$ cat src/logic/tsp_pkg.sv
// Purpose: Shared constants for the trap status and priority control block
// Assumes: Classic Wishbone slave, 32-bit data, 16-bit registers in low lanes
// Notes:   Byte offsets are word aligned
package tsp_pkg;
  localparam int WB_AW = 8;
  localparam int WB_DW = 32;
  localparam int REG_W = 16;
  localparam int BE_W  = 2;

  // Register byte offsets
  localparam logic [WB_AW-1:0] ADR_CORE_CONTROL = 8'h00;
  localparam logic [WB_AW-1:0] ADR_TRAP_NEST    = 8'h04;
  localparam logic [WB_AW-1:0] ADR_CPU_STATUS   = 8'h08;

  // Core control fields
  localparam int CC_PRIO_TOP  = 3;
  localparam int CC_SAT_WRITE = 5;
  localparam logic [REG_W-1:0] CC_WMASK = 16'h18F7;
  localparam logic [REG_W-1:0] CC_RST   = 16'h0020;

  // Trap and nesting control fields
  localparam int TN_NEST_DIS  = 15;
  localparam int TN_OVA_FLAG  = 14;
  localparam int TN_OVB_FLAG  = 13;
  localparam int TN_CATA_FLAG = 12;
  localparam int TN_CATB_FLAG = 11;
  localparam int TN_OVA_EN    = 10;
  localparam int TN_OVB_EN    = 9;
  localparam int TN_CAT_EN    = 8;
  localparam int TN_SHIFT     = 7;
  localparam int TN_DIV0      = 6;
  localparam int TN_MATH      = 4;
  localparam int TN_ADDR      = 3;
  localparam int TN_STACK     = 2;
  localparam int TN_OSC       = 1;
  localparam logic [REG_W-1:0] TN_WMASK = 16'hFFDE;
  localparam logic [REG_W-1:0] TN_RST   = 16'h0000;

  // CPU status priority field
  localparam int ST_PRIO_LSB = 5;
  localparam int PRIO_LOW_W  = 3;
  localparam logic [PRIO_LOW_W-1:0] PRIO_LOW_RST = 3'h0;
  localparam logic [PRIO_LOW_W-1:0] PRIO_LOW_MAX = 3'h7;
  localparam logic [3:0]            PRIO_USER_MAX = 4'h7;
endpackage

$ cat src/logic/tsp_reg_if.sv
// Purpose: Register access strobes between bus slave and register bank
// Assumes: One write strobe per register, one cycle wide
// Notes:   Read values are combinational views of the bank
`timescale 1ns/1ns
`default_nettype none
interface tsp_reg_if;
  import tsp_pkg::*;
  logic              wr_core;
  logic              wr_trap;
  logic              wr_stat;
  logic [BE_W-1:0]   wr_be;
  logic [REG_W-1:0]  wr_data;
  logic [REG_W-1:0]  rd_core;
  logic [REG_W-1:0]  rd_trap;
  logic [REG_W-1:0]  rd_stat;

  modport bus  (output wr_core, wr_trap, wr_stat, wr_be, wr_data, input rd_core, rd_trap, rd_stat);
  modport bank (input wr_core, wr_trap, wr_stat, wr_be, wr_data, output rd_core, rd_trap, rd_stat);
endinterface
`default_nettype wire

$ cat src/logic/tsp_trap_ctrl.sv
// Purpose: Trap flags, trap enables, nesting control and priority top bit
// Assumes: Trap inputs are one-cycle pulses synchronous to clk_i
// Notes:
// Notes on behaviour
// - Priority top bit set when priority exceeds seven
// - Priority is top bit above status bits
// - Nesting disable bit blocks nested interrupts
// - Accumulator A overflow trap sets bit 14
// - Accumulator B overflow trap sets bit 13
// - Catastrophic overflow A sets bit 12
// - Catastrophic overflow B sets bit 11
// - Bit 10 enables accumulator A overflow trap
// - Bit 9 enables accumulator B overflow trap
// - Bit 8 enables catastrophic overflow traps
// - Invalid shift math trap sets bit 7
// - Divide by zero math trap sets bit 6
// - Any math trap sets bit 4
// - Address error trap sets bit 3
// - Bits 5 and 0 read zero
// - Core control top three bits read zero
// - Stack error trap sets bit 2
// - Oscillator failure trap sets bit 1
// - Nesting disabled makes low priority read-only
// - Top priority bit blocks all user interrupts
//
// Our own choices: the register offsets and the Wishbone register port.
`timescale 1ns/1ns
`default_nettype none
module tsp_trap_ctrl (
  input  wire logic                        clk_i,
  input  wire logic                        rst_i,
  input  wire logic                        wb_cyc_i,
  input  wire logic                        wb_stb_i,
  input  wire logic                        wb_we_i,
  input  wire logic [tsp_pkg::WB_AW-1:0]   wb_adr_i,
  input  wire logic [3:0]                  wb_sel_i,
  input  wire logic [tsp_pkg::WB_DW-1:0]   wb_dat_i,
  output logic      [tsp_pkg::WB_DW-1:0]   wb_dat_o,
  output logic                             wb_ack_o,
  input  wire logic                        acc_a_ovf_i,
  input  wire logic                        acc_b_ovf_i,
  input  wire logic                        acc_a_cat_i,
  input  wire logic                        acc_b_cat_i,
  input  wire logic                        bad_shift_i,
  input  wire logic                        divide_zero_i,
  input  wire logic                        address_err_i,
  input  wire logic                        stack_err_i,
  input  wire logic                        osc_fail_i,
  output logic      [3:0]                  cpu_priority_o,
  output logic                             user_irq_block_o,
  output logic                             nesting_allowed_o,
  output logic                             trap_taken_o,
  output logic                             math_trap_o
);
  import tsp_pkg::*;

  tsp_reg_if regs ();

  logic [REG_W-1:0]      core_control_r;
  logic [REG_W-1:0]      core_control_nxt;
  logic [REG_W-1:0]      trap_nest_r;
  logic [REG_W-1:0]      trap_nest_nxt;
  logic [REG_W-1:0]      trap_set;
  logic [PRIO_LOW_W-1:0] cpu_priority_low_bits_r;
  logic [PRIO_LOW_W-1:0] cpu_priority_low_bits_nxt;
  logic                  trap_taken_r;
  logic                  math_trap_r;
  wire  [REG_W-1:0]      core_merge;
  wire                   acc_a_trap;
  wire                   acc_b_trap;
  wire                   cat_a_trap;
  wire                   cat_b_trap;
  wire                   math_any;
  wire                   any_trap;
  wire                   nesting_disable;
  wire                   cpu_priority_top_bit;
  wire                   prio_top_clear;

  tsp_wb_slave u_bus (
    .clk_i    (clk_i),
    .rst_i    (rst_i),
    .wb_cyc_i (wb_cyc_i),
    .wb_stb_i (wb_stb_i),
    .wb_we_i  (wb_we_i),
    .wb_adr_i (wb_adr_i),
    .wb_sel_i (wb_sel_i),
    .wb_dat_i (wb_dat_i),
    .wb_dat_o (wb_dat_o),
    .wb_ack_o (wb_ack_o),
    .regs     (regs.bus)
  );

  // Trap qualification by enables
  assign acc_a_trap = acc_a_ovf_i & trap_nest_r[TN_OVA_EN];
  assign acc_b_trap = acc_b_ovf_i & trap_nest_r[TN_OVB_EN];
  assign cat_a_trap = acc_a_cat_i & trap_nest_r[TN_CAT_EN];
  assign cat_b_trap = acc_b_cat_i & trap_nest_r[TN_CAT_EN];
  assign math_any   = acc_a_trap | acc_b_trap | cat_a_trap | cat_b_trap | bad_shift_i | divide_zero_i;
  assign any_trap   = math_any | address_err_i | stack_err_i | osc_fail_i;

  always_comb begin
    trap_set               = '0;
    trap_set[TN_OVA_FLAG]  = acc_a_trap;
    trap_set[TN_OVB_FLAG]  = acc_b_trap;
    trap_set[TN_CATA_FLAG] = cat_a_trap;
    trap_set[TN_CATB_FLAG] = cat_b_trap;
    trap_set[TN_SHIFT]     = bad_shift_i;
    trap_set[TN_DIV0]      = divide_zero_i;
    trap_set[TN_MATH]      = math_any;
    trap_set[TN_ADDR]      = address_err_i;
    trap_set[TN_STACK]     = stack_err_i;
    trap_set[TN_OSC]       = osc_fail_i;
  end

  // Per-bit trap register update, hardware set wins over software clear
  for (genvar g = 0; g < REG_W; g++) begin : g_trap_bit
    if (TN_WMASK[g]) begin : g_impl
      assign trap_nest_nxt[g] = trap_set[g] |
        ((regs.wr_trap & regs.wr_be[g/8]) ? regs.wr_data[g] : trap_nest_r[g]);
    end else begin : g_none
      assign trap_nest_nxt[g] = 1'b0;
    end
  end

  // Core control merge and priority top bit
  for (genvar c = 0; c < REG_W; c++) begin : g_core_bit
    assign core_merge[c] = (regs.wr_core & regs.wr_be[c/8] & CC_WMASK[c]) ?
                           regs.wr_data[c] : core_control_r[c];
  end
  assign prio_top_clear = regs.wr_core & regs.wr_be[0] & ~regs.wr_data[CC_PRIO_TOP];

  always_comb begin
    core_control_nxt              = core_merge & CC_WMASK;
    core_control_nxt[CC_PRIO_TOP] = any_trap |
      (core_control_r[CC_PRIO_TOP] & ~prio_top_clear);
  end

  assign nesting_disable = trap_nest_r[TN_NEST_DIS];
  assign cpu_priority_low_bits_nxt = (regs.wr_stat & regs.wr_be[0] & ~nesting_disable) ?
    regs.wr_data[ST_PRIO_LSB +: PRIO_LOW_W] : cpu_priority_low_bits_r;

  always_ff @(posedge clk_i) begin
    if (rst_i) begin
      core_control_r          <= CC_RST;
      trap_nest_r             <= TN_RST;
      cpu_priority_low_bits_r <= PRIO_LOW_RST;
      trap_taken_r            <= 1'b0;
      math_trap_r             <= 1'b0;
    end else begin
      core_control_r          <= core_control_nxt;
      trap_nest_r             <= trap_nest_nxt;
      cpu_priority_low_bits_r <= cpu_priority_low_bits_nxt;
      trap_taken_r            <= any_trap;
      math_trap_r             <= math_any;
    end
  end

  assign cpu_priority_top_bit = core_control_r[CC_PRIO_TOP];

  // Register read views
  assign regs.rd_core = core_control_r & (CC_WMASK | (REG_W'(1) << CC_PRIO_TOP));
  assign regs.rd_trap = trap_nest_r & TN_WMASK;
  assign regs.rd_stat = {{(REG_W-ST_PRIO_LSB-PRIO_LOW_W){1'b0}}, cpu_priority_low_bits_r,
                         {ST_PRIO_LSB{1'b0}}};

  // Priority and interrupt gating outputs
  assign cpu_priority_o    = {cpu_priority_top_bit, cpu_priority_low_bits_r};
  assign user_irq_block_o  = cpu_priority_top_bit |
                             (cpu_priority_low_bits_r == PRIO_LOW_MAX);
  assign nesting_allowed_o = ~nesting_disable;
  assign trap_taken_o      = trap_taken_r;
  assign math_trap_o       = math_trap_r;

  // Checks
  property p_prio_top;
    @(posedge clk_i) disable iff (rst_i)
    (cpu_priority_o > PRIO_USER_MAX) == regs.rd_core[CC_PRIO_TOP];
  endproperty
  a_prio_top: assert property (p_prio_top) else $error("priority top bit mismatch");

  property p_ova_set;
    @(posedge clk_i) disable iff (rst_i)
    acc_a_ovf_i && trap_nest_r[TN_OVA_EN] |=> regs.rd_trap[TN_OVA_FLAG] && regs.rd_trap[TN_MATH]
      && cpu_priority_top_bit && math_trap_o;
  endproperty
  a_ova_set: assert property (p_ova_set) else $error("acc A overflow trap not flagged");

  property p_ova_off;
    @(posedge clk_i) disable iff (rst_i)
    !trap_nest_r[TN_OVA_FLAG] && acc_a_ovf_i && !trap_nest_r[TN_OVA_EN] && !regs.wr_trap
      |=> !trap_nest_r[TN_OVA_FLAG];
  endproperty
  a_ova_off: assert property (p_ova_off) else $error("disabled acc A trap flagged");

  property p_cat_b;
    @(posedge clk_i) disable iff (rst_i)
    acc_b_cat_i && trap_nest_r[TN_CAT_EN] |=> trap_nest_r[TN_CATB_FLAG] && trap_nest_r[TN_MATH];
  endproperty
  a_cat_b: assert property (p_cat_b) else $error("catastrophic B trap not flagged");

  property p_div0;
    @(posedge clk_i) disable iff (rst_i)
    divide_zero_i |=> trap_nest_r[TN_DIV0] && trap_nest_r[TN_MATH] && trap_taken_o;
  endproperty
  a_div0: assert property (p_div0) else $error("divide by zero not flagged");

  property p_addr;
    @(posedge clk_i) disable iff (rst_i)
    address_err_i |=> trap_nest_r[TN_ADDR] && trap_taken_o;
  endproperty
  a_addr: assert property (p_addr) else $error("address error not flagged");

  property p_zero_bits;
    @(posedge clk_i) disable iff (rst_i)
    trap_nest_r[5] == 1'b0 && trap_nest_r[0] == 1'b0 && core_control_r[15:13] == 3'h0
      && wb_dat_o[31:16] == 16'h0000;
  endproperty
  a_zero_bits: assert property (p_zero_bits) else $error("unimplemented bit reads one");

  property p_prio_locked;
    @(posedge clk_i) disable iff (rst_i)
    nesting_disable && regs.wr_stat |=> $stable(cpu_priority_o[2:0]);
  endproperty
  a_prio_locked: assert property (p_prio_locked) else $error("priority written while locked");

  property p_block;
    @(posedge clk_i) disable iff (rst_i)
    cpu_priority_o[3] |-> user_irq_block_o;
  endproperty
  a_block: assert property (p_block) else $error("user interrupts not blocked");

  property p_sticky;
    @(posedge clk_i) disable iff (rst_i)
    trap_nest_r[TN_STACK] && !regs.wr_trap |=> trap_nest_r[TN_STACK];
  endproperty
  a_sticky: assert property (p_sticky) else $error("stack flag cleared by itself");

  property p_prio_rise;
    @(posedge clk_i) disable iff (rst_i)
    any_trap |=> cpu_priority_top_bit && (cpu_priority_o > PRIO_USER_MAX);
  endproperty
  a_prio_rise: assert property (p_prio_rise) else $error("trap did not raise priority top bit");

  property p_top_clear;
    @(posedge clk_i) disable iff (rst_i)
    cpu_priority_top_bit && !any_trap && prio_top_clear |=> !cpu_priority_top_bit;
  endproperty
  a_top_clear: assert property (p_top_clear) else $error("priority top bit not cleared");

  property p_prio_write;
    @(posedge clk_i) disable iff (rst_i)
    !nesting_disable && regs.wr_stat && regs.wr_be[0]
      |=> cpu_priority_o[2:0] == $past(regs.wr_data[ST_PRIO_LSB +: PRIO_LOW_W]);
  endproperty
  a_prio_write: assert property (p_prio_write) else $error("priority low bits not written");

  property p_ovb_set;
    @(posedge clk_i) disable iff (rst_i)
    acc_b_ovf_i && trap_nest_r[TN_OVB_EN] |=> trap_nest_r[TN_OVB_FLAG] && trap_nest_r[TN_MATH];
  endproperty
  a_ovb_set: assert property (p_ovb_set) else $error("acc B overflow trap not flagged");

  property p_cat_a;
    @(posedge clk_i) disable iff (rst_i)
    acc_a_cat_i && trap_nest_r[TN_CAT_EN] |=> trap_nest_r[TN_CATA_FLAG] && trap_nest_r[TN_MATH];
  endproperty
  a_cat_a: assert property (p_cat_a) else $error("catastrophic A trap not flagged");

  property p_ovb_off;
    @(posedge clk_i) disable iff (rst_i)
    !trap_nest_r[TN_OVB_FLAG] && acc_b_ovf_i && !trap_nest_r[TN_OVB_EN] && !regs.wr_trap
      |=> !trap_nest_r[TN_OVB_FLAG];
  endproperty
  a_ovb_off: assert property (p_ovb_off) else $error("disabled acc B trap flagged");

  property p_cat_off;
    @(posedge clk_i) disable iff (rst_i)
    !trap_nest_r[TN_CATB_FLAG] && acc_b_cat_i && !trap_nest_r[TN_CAT_EN] && !regs.wr_trap
      |=> !trap_nest_r[TN_CATB_FLAG];
  endproperty
  a_cat_off: assert property (p_cat_off) else $error("disabled catastrophic trap flagged");

  property p_shift;
    @(posedge clk_i) disable iff (rst_i)
    bad_shift_i |=> trap_nest_r[TN_SHIFT] && trap_nest_r[TN_MATH] && math_trap_o;
  endproperty
  a_shift: assert property (p_shift) else $error("bad shift not flagged");

  property p_stack;
    @(posedge clk_i) disable iff (rst_i)
    stack_err_i |=> trap_nest_r[TN_STACK] && trap_taken_o;
  endproperty
  a_stack: assert property (p_stack) else $error("stack error not flagged");

  property p_osc;
    @(posedge clk_i) disable iff (rst_i)
    osc_fail_i |=> trap_nest_r[TN_OSC] && trap_taken_o;
  endproperty
  a_osc: assert property (p_osc) else $error("oscillator failure not flagged");

  property p_math_only;
    @(posedge clk_i) disable iff (rst_i)
    math_trap_o |-> trap_nest_r[TN_MATH];
  endproperty
  a_math_only: assert property (p_math_only) else $error("math pulse without math flag");

  property p_reset_vals;
    @(posedge clk_i)
    rst_i ##1 !rst_i |-> core_control_r == CC_RST && trap_nest_r == TN_RST
      && cpu_priority_low_bits_r == PRIO_LOW_RST;
  endproperty
  a_reset_vals: assert property (p_reset_vals) else $error("reset values wrong");
endmodule // tsp_trap_ctrl
`default_nettype wire

$ cat src/logic/tsp_wb_slave.sv
// Purpose: Classic Wishbone slave for the trap control registers
// Assumes: Single-cycle requests, cyc and stb held until ack
// Notes:   Ack one cycle after request, unmapped reads return zero
`timescale 1ns/1ns
`default_nettype none
module tsp_wb_slave (
  input  wire logic                        clk_i,
  input  wire logic                        rst_i,
  input  wire logic                        wb_cyc_i,
  input  wire logic                        wb_stb_i,
  input  wire logic                        wb_we_i,
  input  wire logic [tsp_pkg::WB_AW-1:0]   wb_adr_i,
  input  wire logic [3:0]                  wb_sel_i,
  input  wire logic [tsp_pkg::WB_DW-1:0]   wb_dat_i,
  output logic      [tsp_pkg::WB_DW-1:0]   wb_dat_o,
  output logic                             wb_ack_o,
  tsp_reg_if.bus                           regs
);
  import tsp_pkg::*;

  logic              ack_r;
  logic [REG_W-1:0]  dat_r;
  logic [REG_W-1:0]  dat_nxt;
  wire               take;
  wire  [WB_AW-1:0]  word_adr;
  wire               hit_core;
  wire               hit_trap;
  wire               hit_stat;

  // Aligned word decode
  assign take     = wb_cyc_i & wb_stb_i & ~ack_r;
  assign word_adr = {wb_adr_i[WB_AW-1:2], 2'h0};
  assign hit_core = (word_adr == ADR_CORE_CONTROL);
  assign hit_trap = (word_adr == ADR_TRAP_NEST);
  assign hit_stat = (word_adr == ADR_CPU_STATUS);

  assign regs.wr_core = take & wb_we_i & hit_core;
  assign regs.wr_trap = take & wb_we_i & hit_trap;
  assign regs.wr_stat = take & wb_we_i & hit_stat;
  assign regs.wr_be   = wb_sel_i[BE_W-1:0];
  assign regs.wr_data = wb_dat_i[REG_W-1:0];

  assign dat_nxt = hit_core ? regs.rd_core :
                   hit_trap ? regs.rd_trap :
                   hit_stat ? regs.rd_stat : '0;

  always_ff @(posedge clk_i) begin
    if (rst_i) begin
      ack_r <= 1'b0;
      dat_r <= '0;
    end else begin
      ack_r <= take;
      if (take) begin
        dat_r <= dat_nxt;
      end
    end
  end

  assign wb_ack_o = ack_r;
  assign wb_dat_o = {{(WB_DW-REG_W){1'b0}}, dat_r};
endmodule // tsp_wb_slave
`default_nettype wire

$ cat config.mk
export PLATFORM = sky130hd
export DESIGN_NAME = tsp_trap_ctrl
export DESIGN_NICKNAME = d
export VERILOG_FILES = /design/src/logic/tsp_pkg.sv /design/src/logic/tsp_reg_if.sv /design/src/logic/tsp_trap_ctrl.sv /design/src/logic/tsp_wb_slave.sv
export SDC_FILE = /design/constraint.sdc
export NUM_CORES = 1
export LEC_CHECK = 0
export BUFFER_PORTS_ARGS = -buffer_cell sky130_fd_sc_hd__buf_2
export CAP_MARGIN = 5
export CORE_MARGIN = 4
export CORE_UTILIZATION = 49
export CTS_CLUSTER_DIAMETER = 30
export DETAILED_ROUTE_END_ITERATION = 6
export PLACE_DENSITY = 0.95
export RECOVER_POWER = 100
export SYNTH_ARGS = -nofsm -noshare
export SYNTH_HDL_FRONTEND = slang
export SYNTH_SLANG_ARGS = --single-unit
$ cat constraint.sdc
create_clock -name clk_i -period 5.2 [get_ports clk_i]
set_input_delay 0.26 -clock clk_i [delete_from_list [all_inputs] [get_ports clk_i]]
set_output_delay 0.26 -clock clk_i [all_outputs]
set_load 0.03 [all_outputs]
==> flow_summary.json <==
{
  "max_slew.worst_pin.slew_ns": 1.28,
  "ctsHoldBuffers": 0,
  "drive_above_1_share_pct": 15.7,
  "numCtsBuffers": 5,
  "reg2reg_depth": 4,
  "cts_setup_buffers": 0,
  "ant_nets": 0,
  "whs_path_depth": 3,
  "busiest_layer": "met2",
  "synth-edff-count": 0,
  "cp.arrival_ns": 2.60,
  "hold_violations": 0,
  "endpoint_kind": "flop",
  "rrSetupSlack_ns": 2.75,
  "syn_area_per_cell_um2": 9.02,
  "grt_pass1_vias": 1614,
  "start_util_pct": 52.4,
  "yosys-top-cells-area": "dfxtp_1 (47%), mux2i_1 (9.6%), nor2_1 (7.0%)",
  "fin_skew_ns": 0.00497,
  "num_vias": 1704,
  "synth_top_area_share_pct": 46.6,
  "grt_start_max_net_pins": 47,
  "p_per_area_nw_per_um2": 287,
  "crit-reg2reg-launch": "u_bus.wb_ack_o$_SDFF_PP0_",
  "gr-total-overflow": 0,
  "rows": 22,
  "cap_violations": 0,
  "status": "finished, final reports clean",
  "final-setup-viol-count": 0,
  "cp_data_required_time_ns": 5.35,
  "ys.flop_type": "dfxtp_1",
  "hp-class": "input pin to flop",
  "nets": 332,
  "ir_worst_vdd_mv": 0.200,
  "grt_pass1_wl_mm": 7.31,
  "clk_pin_slew_worst_paths_ns": 0.08,
  "crit_path_max_fanout": 21,
  "yosysUniqueCellTypes": 32,
  "core_area_um2": 3770,
  "drt-vias-per-instance": 5.29,
  "r2r-end": "cpu_priority_low_bits_r[0]$_SDFFE_PP0P_",
  "fin_crit_sh_pct": 47.2,
  "clockRootBuffer": "clkbuf_8",
  "power_leakage_nw": 0.904,
  "netlist_instances": 219,
  "use_met3_pct": 3.37,
  "critPathLaunchType": "flop",
  "place_congestion": 0.794,
  "hp-start": "wb_dat_i[15]",
  "period_minus_slack_ns": 2.45,
  "clkSinkCount": 46,
  "cts_tree": "yes",
  "diodes": 0,
  "grt_usage_pct": 17.9,
  "area_growth_pct": 13.2,
  "yosys.area.top_type": "dfxtp_1",
  "yosysWarnings": 0,
  "antenna_found_initial": 0,
  "dp_hpwl_mm": 3.34,
  "ys_seq_area_share_pct": 46.6,
  "tns_ns": 0,
  "portBuffers": 62,
  "rsz0062_at_grt": "false",
  "min_to": "trap_nest_r[15]$_SDFFE_PP0N_",
  "met2_usage_pct": 29.2,
  "chipHeight_um": 71.5,
  "clock.fmax_mhz": 408,
  "io_pins": 99,
  "yosysMostFrequentCell": "dfxtp_1",
  "drv_slew": 0,
  "clock_path_buffers": 2,
  "routedWlPerCell_um": 14.3,
  "worstSetupPathType": "flop to flop",
  "syn_area_um2": 1970,
  "postSynth.asyncResetShare_pct": 0,
  "die_area_um2": 5110,
  "dieWidth_um": 71.5,
  "dr.pass1.iters": 4,
  "met1_usage_pct": 22.9,
  "drt_iter0_drc": 125,
  "slew_headroom_pct": 14.3,
  "synth_common_cells": "dfxtp_1 (46), nor2_1 (37), mux2i_1 (19)",
  "clock_latency_ns": 0.28,
  "cts_resized": 0,
  "post-route-drc-count": 0,
  "cts_max_level": 2,
  "wl_mm": 4.61,
  "ys_ff_latch": 46,
  "utilization_pct": 59.3
}
[cell usage in the layout (no fill, tap or decap)]
| master | count |
|---|---|
| a211o_1 | 1 |
| a211oi_1 | 7 |
| a21oi_1 | 12 |
| a221oi_1 | 9 |
| a31o_2 | 1 |
| a31oi_1 | 1 |
| and2_1 | 1 |
| and3b_1 | 1 |
| and4_1 | 1 |
| buf_2 | 37 |
| clkbuf_1 | 29 |
| clkbuf_8 | 5 |
| conb_1 | 16 |
| dfxtp_1 | 46 |
| inv_1 | 2 |
| mux2i_1 | 19 |
| nand2_1 | 15 |
| nand2b_1 | 3 |
| nand3_1 | 7 |
| nand3b_1 | 2 |
| nand4b_1 | 1 |
| nor2_1 | 37 |
| nor3_1 | 13 |
| nor4_1 | 2 |
| nor4b_1 | 2 |
| o21ai_0 | 2 |
| or4_1 | 1 |
| or4b_1 | 1 |
[logic make-up after synthesis]
family                 count (synthesis)  share of synthesized area [%]
AOI/OAI and AO/OA                     33                           11.4
other                                  1                          0.190
DFF                                   46                           46.6
muxes                                 19                           9.63
and+or+nand+nor                       87                           21.7
buffers and inverters                 33                           10.5
[metal layers]
layer | part of all wire (%) | vias to the layer above
met5 | 0 | -
met3 | 7.9 | 10
met2 | 47 | 72
li1 | - | 840
met4 | 2.5 | 0
met1 | 43 | 782
[through the flow]
stage	std cells	worst slack (ns)	hold slack (ns)	total power, mW	instance area, µm²
5_1_grt	322	2.56	0.225	0.669	2240
3_3_place_gp	315	2.85	0.436	0.456	2220
4_1_cts	322	2.91	0.212	0.649	2300
3_5_place_dp	315	2.86	0.450	0.458	2220
2_1_floorplan	234	3.22	0.395	0.439	2030
6_report	322	2.75	0.216	0.642	2240
[state kept, by name, indices dropped and copies added (netlist names)]
register	cells
u_bus.dat_r	16
trap_nest_r	14
core_control_r	10
cpu_priority_low_bits_r	3
math_trap_o	1
trap_taken_o	1
u_bus.wb_ack_o	1
[cell type report]
cell class	instances	area [µm²]
multi-input combinational	155	885
fill	348	1540
timing repair buffer	64	287
clock buffer	7	76.3
sequential	46	921
inverter	2	7.51
tap	48	60.1
[worst max path at each step]
stage / endpoint / slack (ns) / cells after the start / start
detailed placement: u_bus.dat_r[7]$_SDFFE_PP0N_ / 2.86 / 5 / wb_adr_i[5]
floorplan: core_control_r[5]$_SDFFE_PP1N_ / 3.22 / 5 / wb_adr_i[5]
finish: cpu_priority_low_bits_r[0]$_SDFFE_PP0P_ / 2.75 / 4 / u_bus.wb_ack_o$_SDFF_PP0_
CTS: core_control_r[5]$_SDFFE_PP1N_ / 2.91 / 3 / u_bus.wb_ack_o$_SDFF_PP0_
global route: trap_nest_r[14]$_SDFF_PP0_ / 2.56 / 5 / u_bus.wb_ack_o$_SDFF_PP0_
global placement: u_bus.dat_r[7]$_SDFFE_PP0N_ / 2.85 / 5 / wb_adr_i[5]
[power breakdown]
group / leakage (nW) / internal, mW / switching, mW
logic: 0.491 / 0.0231 / 0.0580
clock network: 0.0383 / 0.0926 / 0.103
registers: 0.375 / 0.361 / 0.00455
total: 0.904 / 0.477 / 0.165
[critical path: stages (launching register included)]
cell,delay [ns]
dfxtp_1,0.32
nand3b_1,0.64
nor4_1,1.04
mux2i_1,0.27
nor2_1,0.05
No activity file was read; power rests on OpenSTA's default activity.
